===== src/core/cef_defs.vh =====
/*
 charger event flag register constants: offsets, bit positions, reset values.
 assumes inclusion by the charger event flag logic only.
*/
`ifndef CEF_DEFS_VH
`define CEF_DEFS_VH

`define CEF_FLAGS_ADDR 8'h01
`define CEF_STAT_A_ADDR 8'h02
`define CEF_FLAGS_RESET 8'h00
`define CEF_BIT_RSVD 7
`define CEF_BIT_SYS_CFG 6
`define CEF_BIT_SYS_MIN 5
`define CEF_BIT_IN_LOOP 4
`define CEF_BIT_TJ_REG 3
`define CEF_BIT_IN_DTL 2
`define CEF_BIT_CHG_DTL 1
`define CEF_BIT_THM_DTL 0
`define CEF_STAT_BIT_VIN_MIN 6
`define CEF_STAT_BIT_IIN_LIM 5
`define CEF_STAT_BIT_SYS_MIN 4
`define CEF_STAT_BIT_TJ_REG 3
`define CEF_CHG_DTL_W 4
`define CEF_THM_DTL_W 3
`define CEF_IN_DTL_W 2

`endif


===== src/core/cef_change_det.v =====
/*
 change detector: pulses when a status field differs from its last sampled value.
 assumes the field is synchronous to sys_clk.
*/
`timescale 1ns/1ps

module cef_change_det #(
    parameter W = 1
) (
    // clock and reset
    input wire sys_clk,
    input wire arst_n,
    // field in, change pulse out
    input wire [W-1:0] field,
    output wire changed
);

reg [W-1:0] last_q;

// last value starts at zero, so a field that comes out of reset nonzero flags once
always @(posedge sys_clk or negedge arst_n) begin
    if (!arst_n) begin
        last_q <= {W{1'b0}};
    end else begin
        last_q <= field;
    end
end

assign changed = |(last_q ^ field);

endmodule // cef_change_det


===== src/core/cef_flag_reg.v =====
/*
 charger event flag register with clear-on-read flags and the status-a register.
 the flag register latches charger events until it is read; status-a is a live
 view of the loop, regulation and thermistor levels; other addresses read zero.
 a read returns the flags as they stood before the strobe and clears them on the
 same edge; an event seen in that cycle is kept for the next read.
 assumes a serial register port outside that presents an 8-bit address with a
 one-cycle read strobe and samples the returned byte on the next cycle.
 assumes all status inputs are already synchronous to sys_clk.
*/
`timescale 1ns/1ps
`include "cef_defs.vh"

module cef_flag_reg (
    // clock and reset
    input wire sys_clk,
    input wire arst_n,
    // charger analog status, synchronous levels
    input wire sysv_config_error,
    input wire sysv_min_loop_status,
    input wire input_min_voltage_loop_status,
    input wire input_current_limit_loop_status,
    input wire die_temp_regulation_status,
    input wire [`CEF_IN_DTL_W-1:0] input_detail_field,
    input wire [`CEF_CHG_DTL_W-1:0] charger_detail_field,
    input wire [`CEF_THM_DTL_W-1:0] thermistor_detail_field,
    // register port
    input wire reg_rd,
    input wire [7:0] reg_addr,
    output reg [7:0] reg_rdata,
    // flag levels for the interrupt logic outside
    output reg [7:0] charger_event_flags
);

wire in_loop_chg;
wire in_dtl_chg;
wire chg_dtl_chg;
wire thm_dtl_chg;
reg tj_q;
reg [7:0] ev;
reg [7:0] flags_d;
reg [7:0] stat_a;
reg [7:0] rdata_d;
wire rd_flags;
wire hit_flags;
wire sys_cfg_ev;
wire sys_min_ev;
wire tj_rise;

// one detector for both loop bits: a change of either sets the flag
cef_change_det #(.W(2)) u_in_loop (
    .sys_clk(sys_clk),
    .arst_n(arst_n),
    .field({input_min_voltage_loop_status, input_current_limit_loop_status}),
    .changed(in_loop_chg)
);

// input detail field
cef_change_det #(.W(`CEF_IN_DTL_W)) u_in_dtl (
    .sys_clk(sys_clk),
    .arst_n(arst_n),
    .field(input_detail_field),
    .changed(in_dtl_chg)
);

// charger detail field
cef_change_det #(.W(`CEF_CHG_DTL_W)) u_chg_dtl (
    .sys_clk(sys_clk),
    .arst_n(arst_n),
    .field(charger_detail_field),
    .changed(chg_dtl_chg)
);

// thermistor detail field
cef_change_det #(.W(`CEF_THM_DTL_W)) u_thm_dtl (
    .sys_clk(sys_clk),
    .arst_n(arst_n),
    .field(thermistor_detail_field),
    .changed(thm_dtl_chg)
);

always @(posedge sys_clk or negedge arst_n) begin
    if (!arst_n) begin
        tj_q <= 1'b0;
    end else begin
        tj_q <= die_temp_regulation_status;
    end
end

assign hit_flags = (reg_addr == `CEF_FLAGS_ADDR);
assign rd_flags = reg_rd && hit_flags;

// both levels set their flags again after a read while the condition stands
assign sys_cfg_ev = sysv_config_error;
assign sys_min_ev = sysv_min_loop_status;
// only the rise counts; leaving regulation raises no flag
assign tj_rise = die_temp_regulation_status & ~tj_q;

always @* begin
    ev = 8'h00;
    ev[`CEF_BIT_SYS_CFG] = sys_cfg_ev;
    ev[`CEF_BIT_SYS_MIN] = sys_min_ev;
    ev[`CEF_BIT_IN_LOOP] = in_loop_chg;
    ev[`CEF_BIT_TJ_REG] = tj_rise;
    ev[`CEF_BIT_IN_DTL] = in_dtl_chg;
    ev[`CEF_BIT_CHG_DTL] = chg_dtl_chg;
    ev[`CEF_BIT_THM_DTL] = thm_dtl_chg;
end

// set wins over the read clear, so an event in the read cycle survives into the next read
always @* begin
    // reserved bit never sets
    flags_d[`CEF_BIT_RSVD] = 1'b0;

    // configuration error
    if (ev[`CEF_BIT_SYS_CFG]) begin
        flags_d[`CEF_BIT_SYS_CFG] = 1'b1;
    end else if (rd_flags) begin
        flags_d[`CEF_BIT_SYS_CFG] = 1'b0;
    end else begin
        flags_d[`CEF_BIT_SYS_CFG] = charger_event_flags[`CEF_BIT_SYS_CFG];
    end

    // minimum system loop engaged
    if (ev[`CEF_BIT_SYS_MIN]) begin
        flags_d[`CEF_BIT_SYS_MIN] = 1'b1;
    end else if (rd_flags) begin
        flags_d[`CEF_BIT_SYS_MIN] = 1'b0;
    end else begin
        flags_d[`CEF_BIT_SYS_MIN] = charger_event_flags[`CEF_BIT_SYS_MIN];
    end

    // input loop status change
    if (ev[`CEF_BIT_IN_LOOP]) begin
        flags_d[`CEF_BIT_IN_LOOP] = 1'b1;
    end else if (rd_flags) begin
        flags_d[`CEF_BIT_IN_LOOP] = 1'b0;
    end else begin
        flags_d[`CEF_BIT_IN_LOOP] = charger_event_flags[`CEF_BIT_IN_LOOP];
    end

    // rise into thermal regulation
    if (ev[`CEF_BIT_TJ_REG]) begin
        flags_d[`CEF_BIT_TJ_REG] = 1'b1;
    end else if (rd_flags) begin
        flags_d[`CEF_BIT_TJ_REG] = 1'b0;
    end else begin
        flags_d[`CEF_BIT_TJ_REG] = charger_event_flags[`CEF_BIT_TJ_REG];
    end

    // input detail change
    if (ev[`CEF_BIT_IN_DTL]) begin
        flags_d[`CEF_BIT_IN_DTL] = 1'b1;
    end else if (rd_flags) begin
        flags_d[`CEF_BIT_IN_DTL] = 1'b0;
    end else begin
        flags_d[`CEF_BIT_IN_DTL] = charger_event_flags[`CEF_BIT_IN_DTL];
    end

    // charger detail change
    if (ev[`CEF_BIT_CHG_DTL]) begin
        flags_d[`CEF_BIT_CHG_DTL] = 1'b1;
    end else if (rd_flags) begin
        flags_d[`CEF_BIT_CHG_DTL] = 1'b0;
    end else begin
        flags_d[`CEF_BIT_CHG_DTL] = charger_event_flags[`CEF_BIT_CHG_DTL];
    end

    // thermistor detail change
    if (ev[`CEF_BIT_THM_DTL]) begin
        flags_d[`CEF_BIT_THM_DTL] = 1'b1;
    end else if (rd_flags) begin
        flags_d[`CEF_BIT_THM_DTL] = 1'b0;
    end else begin
        flags_d[`CEF_BIT_THM_DTL] = charger_event_flags[`CEF_BIT_THM_DTL];
    end
end

always @* begin
    stat_a = 8'h00;
    stat_a[`CEF_STAT_BIT_VIN_MIN] = input_min_voltage_loop_status;
    stat_a[`CEF_STAT_BIT_IIN_LIM] = input_current_limit_loop_status;
    stat_a[`CEF_STAT_BIT_SYS_MIN] = sysv_min_loop_status;
    stat_a[`CEF_STAT_BIT_TJ_REG] = die_temp_regulation_status;
    stat_a[`CEF_THM_DTL_W-1:0] = thermistor_detail_field;
end

// unmapped addresses read as zero
always @* begin
    case (reg_addr)
        `CEF_FLAGS_ADDR: rdata_d = charger_event_flags;
        `CEF_STAT_A_ADDR: rdata_d = stat_a;
        default: rdata_d = 8'h00;
    endcase
end

always @(posedge sys_clk or negedge arst_n) begin
    if (!arst_n) begin
        charger_event_flags <= `CEF_FLAGS_RESET;
    end else begin
        charger_event_flags <= flags_d;
    end
end

// read data holds between strobes, so a slow port may sample it late
always @(posedge sys_clk or negedge arst_n) begin
    if (!arst_n) begin
        reg_rdata <= 8'h00;
    end else if (reg_rd) begin
        reg_rdata <= rdata_d;
    end
end

endmodule // cef_flag_reg


===== config.mk =====
export PLATFORM = sky130hd
export DESIGN_NAME = cef_flag_reg
export DESIGN_NICKNAME = d
export VERILOG_FILES = /design/src/core/cef_change_det.v /design/src/core/cef_flag_reg.v
export VERILOG_INCLUDE_DIRS = /design/src /design/src/core
export SDC_FILE = /design/constraint.sdc
export NUM_CORES = 1
export LEC_CHECK = 0
export ABC_AREA = 1
export BUFFER_PORTS_ARGS = -buffer_cell sky130_fd_sc_hd__buf_2
export CAP_MARGIN = 30
export CORE_MARGIN = 1.5
export CORE_UTILIZATION = 53
export DETAILED_ROUTE_END_ITERATION = 10
export GPL_TIMING_DRIVEN = 0
export HOLD_SLACK_MARGIN = 0.08
export PLACE_DENSITY = 0.83
export SYNTH_ARGS = -nofsm -noshare
export SYNTH_HDL_FRONTEND = slang
export SYNTH_HIERARCHICAL = 1
export SYNTH_SLANG_ARGS = --single-unit

===== constraint.sdc =====
create_clock -name sys_clk -period 1.35 [get_ports sys_clk]
set_input_delay 0.27 -clock sys_clk [delete_from_list [all_inputs] [get_ports sys_clk]]
set_output_delay 0.27 -clock sys_clk [all_outputs]
set_load 0.03 [all_outputs]

==> impl.org, run 1 <==
** Worst setup path
- The setup path with the least slack is of type flip-flop to primary output.
- In this run the critical register-to-register path is launched from u_thm_dtl/last_q[0].
- Measured in cells, the most critical reg-to-reg path has a length of 6.
- Among all stages on the critical path, the largest delay is contributed by sky130_fd_sc_hd__dfrtp_1.
- The worst setup path is launched from a flip-flop.
- Critical path data arrival time :: approximately 0.95 ns
- Critical path, cell by cell :: buf_2
- Worst reg2reg setup slack :: around 0.50 ns
- STA puts the critical path data required time at roughly 1.1 ns.
- The worst setup path is captured at a primary output.
- The kind of cell with the highest combined delay along the critical path is flip-flops.
- Maximum fanout encountered on the critical timing path :: 3
- Together, buffers and inverters on the worst path number 1.
- In this design, the stage delay of the slowest critical-path cell is ~0.41 ns.
- Reg-to-reg critical path endpoint :: charger_event_flags[0]
- Crit. path cell count :: 1

** Cells and area
- For this run, the share of the core covered by cells in the final layout is 74.8%.
- FF+latch area :: roughly 650 um^2
- Post-route cell area :: roughly 1700 um^2
- The count of cells in the finished layout, fillers not included, comes to 245.
- Compared with the post-synthesis result, the final layout area differs by 30.1%.
- Area used by multi-input combinational logic :: approximately 460 um^2
- Fill cell instance count of the final layout :: around 180
- N_diodes :: 0
- Ratio of cells with drive above 1 in the final layout :: about a quarter
- Nets@finish :: between 200 and 250

** Timing
- In this run the tightest slew margin relative to its limit is a little over three fifths.
- Setup violations remaining at the end of the flow were counted as 0.
- Setup repair after global routing left no endpoint under its margin.
- For the pin with the worst max-slew slack, the measured transition is ~0.56 ns.
- Total Neg Setup Slack :: 0 ns
- Worst Clk Skew :: 0.00648 ns
- Highest clock frequency the design can meet :: about 800 MHz
- Count of pins over their slew limit :: 0
- The number of hold violations in the final report is 0.
- After layout, the worst setup slack is around 0.13 ns.
- Clock period minus final worst setup slack :: between 1 and 1.5 ns
- The final critical path takes up about 90% of the cycle.

** Detailed routing
- Post-detailed-route DRC marker count :: 0
- After detailed routing, the number of vias per cell comes to between 4 and 5.
- The first TritonRoute pass finished after 4 iterations.
- Count of routing violations after the opening detailed-route iteration :: 45
- Vias post-DR :: around 1100
- Residual antenna-violating net count after detailed routing :: 0
- Total Routed Length :: about 2600 um
- Mean routed wirelength per cell :: around 11 um

** Synth
- Flip-flop and latch count after synthesis :: 26
- The top cell type by area accounts for about half of the synthesized area.
- In this run the mean area of a mapped cell was approximately 8.0 um^2.
- For this run, the number of Yosys warnings is 6.
- Counting every instance in the synthesized netlist gives 162.
- Sorting the synthesized cells by area gives the leading types as sky130_fd_sc_hd__dfrtp_1, sky130_fd_sc_hd__nand2_1, sky130_fd_sc_hd__inv_1.
- Cell type with the highest aggregate area in the netlist :: sky130_fd_sc_hd__dfrtp_1
- Synth cell types :: 16
- Cell area after synthesis :: between 1000 and 1500 um^2
- For this run, the register share of the synthesized area comes to around 50%.

** Clock network
- Clock tree synthesis inserted a total of 3 buffers.
- CTS H-Tree Depth :: 1
- Clock tree root buffer cell :: sky130_fd_sc_hd__clkbuf_4
- # clock sinks :: 26
- Counting along the longest clock path gives a buffer depth of 2.
- Post-CTS repair changed the size of 0 cells.
- Buffers added to address setup during post-CTS repair amount to 0.
- Insertion delay to the later sink of the worst-skew pair :: about 0.32 ns
- Register clock-pin slew on the reported worst setup and hold paths :: 0.14 ns
- CTS tree :: built

** Die
- Starting density of the core :: a little under three fifths
- The region available for standard cell placement spans roughly 2300 um^2.
- The floorplan has 17 rows.
- From left edge to right edge, the die measures about 52 um.
- The floorplan step defined a die boundary enclosing 2750 um^2.
- Number of top-level pins :: roughly 40
- Floorplan die height :: between 50 and 60 um

** Place
- Worst slack at placement :: 0.268 ns
- Placed Cells :: 228
- Final HPWL from detailed placement :: 1920 um
- The placed instances occupy a cell area of approximately 1500 um^2.
- The congestion estimate from routability-driven global placement came to 0.814.
- Input/output buffers :: 37

** Hold path
- For hold timing, the worst endpoint is charger_event_flags[6].
- Number of cells traversed by the worst hold path :: 3
- The tightest min-delay check is of the input port to flip-flop type.
- In this run the most critical hold path is launched from sysv_config_error.

** Status
- Result of the run :: finished clean

** Pwr
- Power density normalized to cell area :: about 840 nW/um^2
- The worst-case IR drop observed on VDD is approximately 0.68 mV.
- In this run the static leakage power is 0.00105 uW.

** Global routing
- Pin count of the biggest net entering global routing :: 27
- GR Overflow Total :: 0
- The number of antenna violations at the first check in global routing came to 0.
- The via count of the first global-routing pass was around 1100.
- Global-route wire length before repair :: between 4000 and 5000 um
- Global routing consumed, over all layers together, ~22% of the routing resources.

** Run
- The tool flagged a number of max-cap violations equal to 0.
## final cells by class
| type | instances | share of cell area, % |
|---|---|---|
| flip-flops and latches | 26 | 38.6 |
| multi-input cells | 94 | 27.5 |
| repair buffers | 50 | 18.7 |
| inverters | 39 | 8.69 |
| plain buffers | 4 | 2.23 |
| clock buffers | 4 | 2.15 |
| well taps | 28 | 2.08 |
## power breakdown
part	total [uW]	leakage, uW	internal (uW)	switching [uW]
registers	808	0.000299	799	9.82
logic	210	0.000730	94.0	116
clock network	391	0.0000210	165	226
total	1410	0.00105	1060	352
## cell usage after synthesis, drive strengths merged
library cell   n
nand2         61
nand3         23
nor2           5
buf            4
xnor2          3
clkinv         4
conb           1
inv           35
dfrtp         26
## worst max-delay path by stage
stage / from / end / slack [ns]
after detailed placement: reg_addr[2] / reg_rdata[3] / 0.27
final: charger_event_flags[5] / charger_event_flags[5] / 0.13
after global placement: reg_addr[2] / reg_rdata[5] / 0.28
after global routing: charger_event_flags[4] / charger_event_flags[4] / 0.08
after floorplan: reg_rd / charger_event_flags[0] / 0.45
after CTS: charger_event_flags[4] / charger_event_flags[4] / 0.13
## repair_timing
item                       4_1_cts  5_1_grt
setup endpoints to repair        0        0
hold endpoints to repair        34        4
hold buffers                     9        4
## routing by layer
layer | track usage [%] | vias up | part of all wire, %
met5 | 0 | - | 0
met4 | 7.69 | 0 | 1.3
met3 | 3.43 | 5 | 6.0
met2 | 39.6 | 39 | 51
met1 | 26.6 | 525 | 42
li1 | - | 579 | -
## through the flow
stage | hold WS, ns | total power (uW)
after global routing | 0.143 | 1480
after floorplan | -0.0256 | 929
after CTS | 0.0810 | 1410
after global placement | 0.291 | 996
after detailed placement | 0.292 | 1010
final | 0.122 | 1410
## layout by cell type (no fill, tap or decap), drive strengths merged
master and count:
dfrtp 26, buf 41, clkinv 4, clkbuf 4, nor2 5, xnor2 3, nand2 61, conb 2
dlygate4sd3 13, nand3 23, inv 35
## kinds of logic (layout without fill, tap and decap cells)
kind of cell | Yosys count | count (layout) | share of synthesized area (%)
other cells | 1 | 2 | 0.290
flops | 26 | 26 | 50.2
xor+xnor | 3 | 3 | 2.03
buf+inv | 43 | 97 | 14.2
simple gates | 89 | 89 | 33.2
## registers in the layout, indices dropped and copies added (netlist names)
register,count
charger_event_flags,7
reg_rdata,7
u_chg_dtl/last_q,4
u_thm_dtl/last_q,3
u_in_dtl/last_q,2
u_in_loop/last_q,2
tj_q,1
## tightest hold or removal path: stages
cell,delay (ns)
sky130_fd_sc_hd__buf_2,0.08
sky130_fd_sc_hd__inv_1,0.03
sky130_fd_sc_hd__nand2_1,0.05
Note: power is estimated with default switching activity, not from simulation.
==> inputs of run 2 (changes only) <==
--- a/config.mk
+++ b/config.mk
@@ -15,6 +15,7 @@
 export GPL_TIMING_DRIVEN = 0
 export HOLD_SLACK_MARGIN = 0.08
 export PLACE_DENSITY = 0.83
+export RECOVER_POWER = 100
 export SYNTH_ARGS = -nofsm -noshare
 export SYNTH_HDL_FRONTEND = slang
 export SYNTH_HIERARCHICAL = 1
==> impl.org, run 2 (synthesis results as in run 1) <==
** Clock network
- The TritonCTS sink count was 26 (unchanged).
- The number of CTS-inserted buffers came to 3 (unchanged).
- The number of H-tree branching levels is 1 (unchanged).
- CTS max path bufs :: 2 (unchanged)
- The source-to-sink clock delay at the later pin of the worst-skew pair is 0.32 ns (about the same).
- The TritonCTS clock tree was built (unchanged).
- The post-CTS clock slew at the launch and capture registers of the worst setup and hold paths is 0.13 ns (was 0.14 ns).
- The buffer cell driving the clock tree root is sky130_fd_sc_hd__clkbuf_4 (unchanged).

** Detailed routing
- The number of antenna-violating nets in the routed design is 0 (unchanged).
- Number of vias per cell :: 4.70 (was 4.69)
- The routed wire length is 2620 um (about the same).
- The wire length per cell was 10.7 um (about the same).
- The first-pass iteration count of the detailed router came to 4 (unchanged).
- Vias post-DR :: 1152 (was 1148)
- Post-detailed-route DRC marker count :: 0 (unchanged)
- The first-iteration detailed-routing DRC count was 32 (was 45).

** Die
- Width of the die :: 52.4 um (unchanged)
- The count of pins on the block boundary is 41 (unchanged).
- The initial core utilization was 57.4% (unchanged).
- The y dimension of the die is 52.4 um (unchanged).
- Placement Rows :: 17 (unchanged)
- The die area is 2750 um^2 (unchanged).
- Placeable core area :: 2250 um^2 (unchanged)

** Timing
- Tightest Pin Transition :: 0.621 ns (was 0.558 ns)
- The setup TNS after final layout was 0 ns (unchanged).
- Fin Hold WS :: 0.126 ns (was 0.122 ns)
- Clock period minus final worst setup slack :: 1.23 ns (was 1.22 ns)
- The highest attainable clock frequency was 816 MHz (was 820 MHz).
- Unrepaired setup endpoints after global routing :: false (unchanged)
- The worst relative slew slack came to 58.6% (was 62.8%).
- The final count of negative-setup-slack endpoints came to 0 (unchanged).
- Count of endpoints failing hold in the final timing report :: 0 (unchanged)
- The final period utilization was 90.8% (was 90.3%).
- The max-slew violation total from the final report was 0 (unchanged).
- Worst Clk Skew :: 0.00266 ns (was 0.00648 ns)

** Cells and area
- FF+latch area :: 651 um^2 (unchanged)
- The most common cell after layout, fill and taps aside is sky130_fd_sc_hd__nand2_1 (unchanged).
- Synthesis-to-layout area growth :: 27.1% (was 30.1%)
- Nets@finish :: 243 (unchanged)
- N_diodes :: 0 (unchanged)
- Largest registers in the final layout: charger_event_flags (7), reg_rdata (7), u_chg_dtl/last_q (4) (unchanged).
- The count of fill cells added during filler insertion is 190 (was 178).
- Commonest non-fill, non-tap cells in the layout: sky130_fd_sc_hd__nand2_1, sky130_fd_sc_hd__inv_1, sky130_fd_sc_hd__dfrtp_1, sky130_fd_sc_hd__nand3_1, sky130_fd_sc_hd__clkbuf_2 (was sky130_fd_sc_hd__nand2_1, sky130_fd_sc_hd__buf_2, sky130_fd_sc_hd__inv_1, sky130_fd_sc_hd__dfrtp_1, sky130_fd_sc_hd__nand3_1).
- The share of cells above drive strength 1 is 18.4% (was 25.3%).
- Area used by multi-input combinational logic :: 440 um^2 (was 464 um^2)

** Status
- Result of the run: finished clean (unchanged).

** Worst setup path
- Launch point of the worst reg-to-reg path :: u_thm_dtl/last_q[0] (unchanged)
- The maximum fanout along the worst path is 3 (unchanged).
- Maximum cell stage delay along the critical path :: 0.41 ns (about the same)
- Slowest stage cell on the critical path :: sky130_fd_sc_hd__dfrtp_1 (unchanged)
- Buffers & Inverters on Critical Path :: 1 (unchanged)
- Worst Reg-to-Reg Cells :: 6 (unchanged)
- Crit path required time :: 1.08 ns (about the same)
- Reg-to-reg critical path endpoint :: charger_event_flags[0] (unchanged)
- The flop-to-flop setup slack came to 0.49 ns (was 0.50 ns).
- Sort of element at the end of the critical path :: primary output (unchanged)
- Critical path data arrival time :: 0.96 ns (was 0.95 ns)
- The critical path's top delay family was flip-flops (unchanged).
- Critical path, cell by cell :: clkbuf_2 (was buf_2)
- The category of the worst setup path launch point was a flip-flop (unchanged).
- The classification of the worst setup path is flip-flop to primary output (unchanged).

** Pwr
- The static leakage power is 0.000982 uW (was 0.00105 uW).
- Peak supply drop :: 0.677 mV (was 0.678 mV)
- The total power density per cell area was 848 nW/um^2 (was 836 nW/um^2).

** Global routing
- Vias in the first global route :: 1075 (unchanged)
- GR Overflow Total :: 0 (unchanged)
- Pin count of the biggest net entering global routing :: 27 (unchanged)
- The wire length of the first global-routing pass is 4370 um (unchanged).
- The number of antenna violations at the first check in global routing is 0 (unchanged).
- The global-route usage over all layers is 22.1% (unchanged).

** Hold path
- Capture endpoint of the worst hold path :: charger_event_flags[6] (unchanged)
- Number of cells traversed by the worst hold path :: 3 (unchanged)
- Worst hold path startpoint :: sysv_config_error (unchanged)
- HP Class :: input port to flip-flop (unchanged)

** Place
- Input/output buffers :: 37 (unchanged)
- The final estimated routing congestion in global placement came to 0.814 (unchanged).
- The half-perimeter wire length after placement is 1920 um (unchanged).

** Run
- Maximum capacitance violations :: 0 (unchanged)
-- run 2: cell types whose count changed in the layout (fill, tap and decap cells not counted) --
cell                       delta
sky130_fd_sc_hd__buf_2       -28
sky130_fd_sc_hd__clkbuf_1    +13
sky130_fd_sc_hd__clkbuf_2    +15
sky130_fd_sc_hd__nand2_1      +1
sky130_fd_sc_hd__nand2_4      -1
sky130_fd_sc_hd__nor2_1       +1
sky130_fd_sc_hd__nor2_8       -1
-- run 2: worst max path at each step --
stage	cells after the start	from	to
after floorplan	6	reg_rd	charger_event_flags[0]
after global routing	7	reg_addr[1]	charger_event_flags[3]
after detailed placement	6	reg_addr[2]	reg_rdata[3]
after global placement	6	reg_addr[2]	reg_rdata[5]
after CTS	1	charger_event_flags[4]	charger_event_flags[4]
final	1	charger_event_flags[5]	charger_event_flags[5]
-- run 2: layout make-up --
type                       instances  share of cell area [%]
inverter                          39                    8.90
buffer                             4                    2.28
multi-input combinational         94                    26.8
sequential                        26                    39.5
timing repair buffer              50                    18.2
clock buffer                       4                    2.21
tap                               28                    2.13
-- run 2: stage by stage --
step           utilization, %  setup slack (ns)  instances  area, um^2  total power, uW
2_1_floorplan               -             0.454        163        1300              929
3_3_place_gp             67.4             0.280        228        1520              996
3_5_place_dp             67.4             0.268        228        1520             1010
4_1_cts                  73.0             0.135        241        1650             1410
5_1_grt                  73.0            0.0650        245        1650             1470
6_report                 73.0             0.124        245        1650             1400
-- run 2: repair_timing --
item                                    CTS  global route
endpoints found under the setup margin    0             0
resized for setup                         0             0
setup buffers                             0             0
hold buffers                              9             4
endpoints found under the hold margin    34             4
-- run 2: power breakdown --
part           internal [uW]  switching, uW  total (uW)
sequential               799           9.92         808
clock                    165            223         388
combinational           87.4            112         200
total                   1050            345        1400
-- run 2: metal layers --
metal	global-route usage, %	vias up	share of wire [%]
met5	0	-	0
met4	7.69	0	1.4
met3	3.43	5	7.0
met2	39.6	43	52
met1	26.6	528	40
li1	-	576	-
==> inputs of run 3 (changes only) <==
--- a/config.mk
+++ b/config.mk
@@ -16,6 +16,7 @@
 export HOLD_SLACK_MARGIN = 0.08
 export PLACE_DENSITY = 0.83
 export RECOVER_POWER = 100
+export REMOVE_ABC_BUFFERS = 1
 export SYNTH_ARGS = -nofsm -noshare
 export SYNTH_HDL_FRONTEND = slang
 export SYNTH_HIERARCHICAL = 1
==> impl.org, run 3 (synthesis results as in run 1) <==
** Clock network
- CTS H-Tree Depth :: 1 (unchanged)
- Clock tree root buffer cell :: sky130_fd_sc_hd__clkbuf_4 (unchanged)
- The source-to-sink clock delay at the later pin of the worst-skew pair is 0.32 ns (about the same).
- CTS max path bufs :: 2 (unchanged)
- The number of CTS-inserted buffers came to 3 (unchanged).
- The post-cts hold buffer count was 7 (was 9).
- The post-CTS clock slew at the launch and capture registers of the worst setup and hold paths is 0.13 ns (about the same).
- The buffer count from post-CTS setup fixing is 0 (unchanged).
- The TritonCTS sink count was 26 (unchanged).
- The count of instances resized after the clock tree is built was 0 (unchanged).
- The TritonCTS clock tree is built (unchanged).

** Detailed routing
- Count of routing violations after the opening detailed-route iteration :: 17 (was 32)
- The per-cell via count in the routed design was 4.69 (was 4.70).
- Total Routed Length :: 2480 um (was 2620 um)
- Post-detailed-route DRC marker count :: 0 (unchanged)
- Mean routed wirelength per cell :: 10.3 um (was 10.7 um)
- Number of detailed-route iterations in the first pass :: 4 (unchanged)
- Residual antenna-violating net count after detailed routing :: 0 (unchanged)
- Vias post-DR :: 1126 (was 1152)

** Timing
- Count of pins over their slew limit :: 0 (unchanged)
- Total Neg Setup Slack :: 0 ns (unchanged)
- Setup violators final :: 0 (unchanged)
- Fin Hold WS :: 0.0957 ns (was 0.126 ns)
- The clock skew after layout came to 0.00148 ns (was 0.00266 ns).
- The final period utilization is 91.5% (was 90.8%).
- The worst relative slew slack came to 57.2% (was 58.6%).
- Unrepaired setup endpoints after global routing :: false (unchanged)
- The transition time at the pin with the least slew margin came to 0.642 ns (was 0.621 ns).
- Clock period minus final worst setup slack :: 1.23 ns (about the same)
- Highest clock frequency the design can meet :: 810 MHz (was 816 MHz)
- Count of endpoints failing hold in the final timing report :: 0 (unchanged)

** Status
- Result of the run :: finished clean (unchanged)

** Cells and area
- The area occupied by multi-input gates is 447 um^2 (was 440 um^2).
- The area added between synthesis and finish is 23.5% (was 27.1%).
- The register area came to 651 um^2 (unchanged).
- Largest registers in the final layout :: charger_event_flags (7), reg_rdata (7), u_chg_dtl/last_q (4) (unchanged)
- Commonest non-fill, non-tap cells in the layout :: sky130_fd_sc_hd__nand2_1, sky130_fd_sc_hd__inv_1, sky130_fd_sc_hd__dfrtp_1, sky130_fd_sc_hd__nand3_1, sky130_fd_sc_hd__clkbuf_2 (unchanged)
- The final net count was 238 (was 243).
- Fill cell instance count of the final layout :: 214 (was 190)
- The most common cell after layout, fill and taps aside was sky130_fd_sc_hd__nand2_1 (unchanged).
- Ratio of cells with drive above 1 in the final layout :: 17.0% (was 18.4%)
- N_diodes :: 0 (unchanged)

** Global routing
- Tot GR Track Use :: 20.6% (was 22.1%)
- The global-route track usage on met3 was 2.00% (was 3.43%).
- Global route hottest layer :: met2 (unchanged)
- Global-route wire length before repair :: 4150 um (was 4370 um)
- The global route total overflow is 0 (unchanged).
- The number of antenna violations at the first check in global routing is 0 (unchanged).
- Pin count of the biggest net entering global routing :: 27 (unchanged)
- The met1 usage in global routing is 22.7% (was 26.6%).
- The met2 usage was 40.0% (was 39.6%).
- The via count of the first global-routing pass was 1052 (was 1075).

** Place
- Input/output buffers :: 38 (was 37)
- The final estimated routing congestion in global placement was 0.815 (was 0.814).
- The half-perimeter wire length after placement came to 1870 um (was 1920 um).

** Worst setup path
- Slowest stage cell on the critical path :: sky130_fd_sc_hd__dfrtp_1 (unchanged)
- The maximum fanout along the worst path is 3 (unchanged).
- Type of the setup path with the least slack :: flip-flop to primary output (unchanged)
- Critical path, cell by cell :: clkbuf_2 (unchanged)
- The biggest cell delay along the critical path is 0.42 ns (was 0.41 ns).
- Launching element type of the critical path :: flip-flop (unchanged)
- The data arrival time of the worst path is 0.96 ns (about the same).
- The worst path buffer plus inverter count is 1 (unchanged).
- Crit path required time :: 1.08 ns (about the same)
- The length in cells of the worst reg-to-reg path came to 6 (unchanged).
- Crit. path cell count :: 1 (unchanged)
- Cell family with most CP delay :: flip-flops (unchanged)
- The kind of end point of the critical path was a primary output (unchanged).

** Die
- Placement Rows :: 17 (unchanged)
- The initial core utilization is 57.4% (unchanged).
- The y dimension of the die was 52.4 um (unchanged).
- The die span in x came to 52.4 um (unchanged).
- The die area was 2750 um^2 (unchanged).
- The count of pins on the block boundary was 41 (unchanged).
- The core area came to 2250 um^2 (unchanged).

** Hold path
- HP Class :: input port to flip-flop (unchanged)
- Number of cells traversed by the worst hold path :: 1 (was 3)

** Pwr
- The static leakage power came to 0.000988 uW (was 0.000982 uW).
- The peak supply drop was 0.610 mV (was 0.677 mV).
- The total power density per cell area was 865 nW/um^2 (was 848 nW/um^2).

** Run
- Maximum capacitance violations :: 0 (unchanged)
## run 3: cell types whose count changed in the layout (fill, tap and decap cells not counted), sizes merged
cell	change
buf	-3
dlygate4sd3	-2
## run 3: worst paths after layout
kind	start	to	slack, ns
min in group asynchronous	arst_n	u_thm_dtl/last_q[0]	0.48
max in group asynchronous	arst_n	reg_rdata[6]	0.46
hold reg to reg	tj_q	charger_event_flags[3]	0.51
hold / removal	thermistor_detail_field[0]	u_thm_dtl/last_q[0]	0.1
setup / recovery	charger_event_flags[4]	charger_event_flags[4]	0.12
setup reg to reg	u_chg_dtl/last_q[0]	charger_event_flags[1]	0.50
## run 3: layout make-up
cell class,count,area share (%)
tap,28,2.19
sequential,26,40.7
clock buffer,4,2.27
timing repair buffer,49,17.8
inverter,39,9.15
multi-input combinational,94,27.9
## run 3: stage by stage
step	worst slack, ns	instance area [um^2]	util, %	cells	power (uW)
finish	0.115	1600	70.9	240	1380
global route	0.0887	1600	70.9	240	1450
CTS	0.124	1590	70.6	236	1390
detailed placement	0.236	1490	65.9	225	998
global placement	0.267	1490	65.9	225	988
floorplan	0.477	1260	-	159	916
## run 3: power by group
| part | total (uW) | internal (uW) | switching, uW | leakage (uW) |
|---|---|---|---|---|
| Clock | 388 | 165 | 223 | 0.0000210 |
| Sequential | 809 | 799 | 10.0 | 0.000299 |
| Combinational | 187 | 75.6 | 111 | 0.000668 |
## run 3: worst reg2reg max path, cell delays in order, from the launching register on
cell,delay (ns)
sky130_fd_sc_hd__dfrtp_1,0.40
sky130_fd_sc_hd__nand2_1,0.07
sky130_fd_sc_hd__nand2_1,0.05
sky130_fd_sc_hd__nor2_1,0.09
sky130_fd_sc_hd__nand2_1,0.06
sky130_fd_sc_hd__inv_1,0.05
sky130_fd_sc_hd__nand2_1,0.04
## run 3: per-layer routing
| metal | up-vias | routed length, um | part of all wire (%) |
|---|---|---|---|
| met4 | 0 | 38 | 1.5 |
| met5 | - | 0 | 0 |
| met1 | 508 | 1020 | 41 |
| met2 | 45 | 1260 | 51 |
| li1 | 568 | - | - |
| met3 | 5 | 161 | 6.5 |
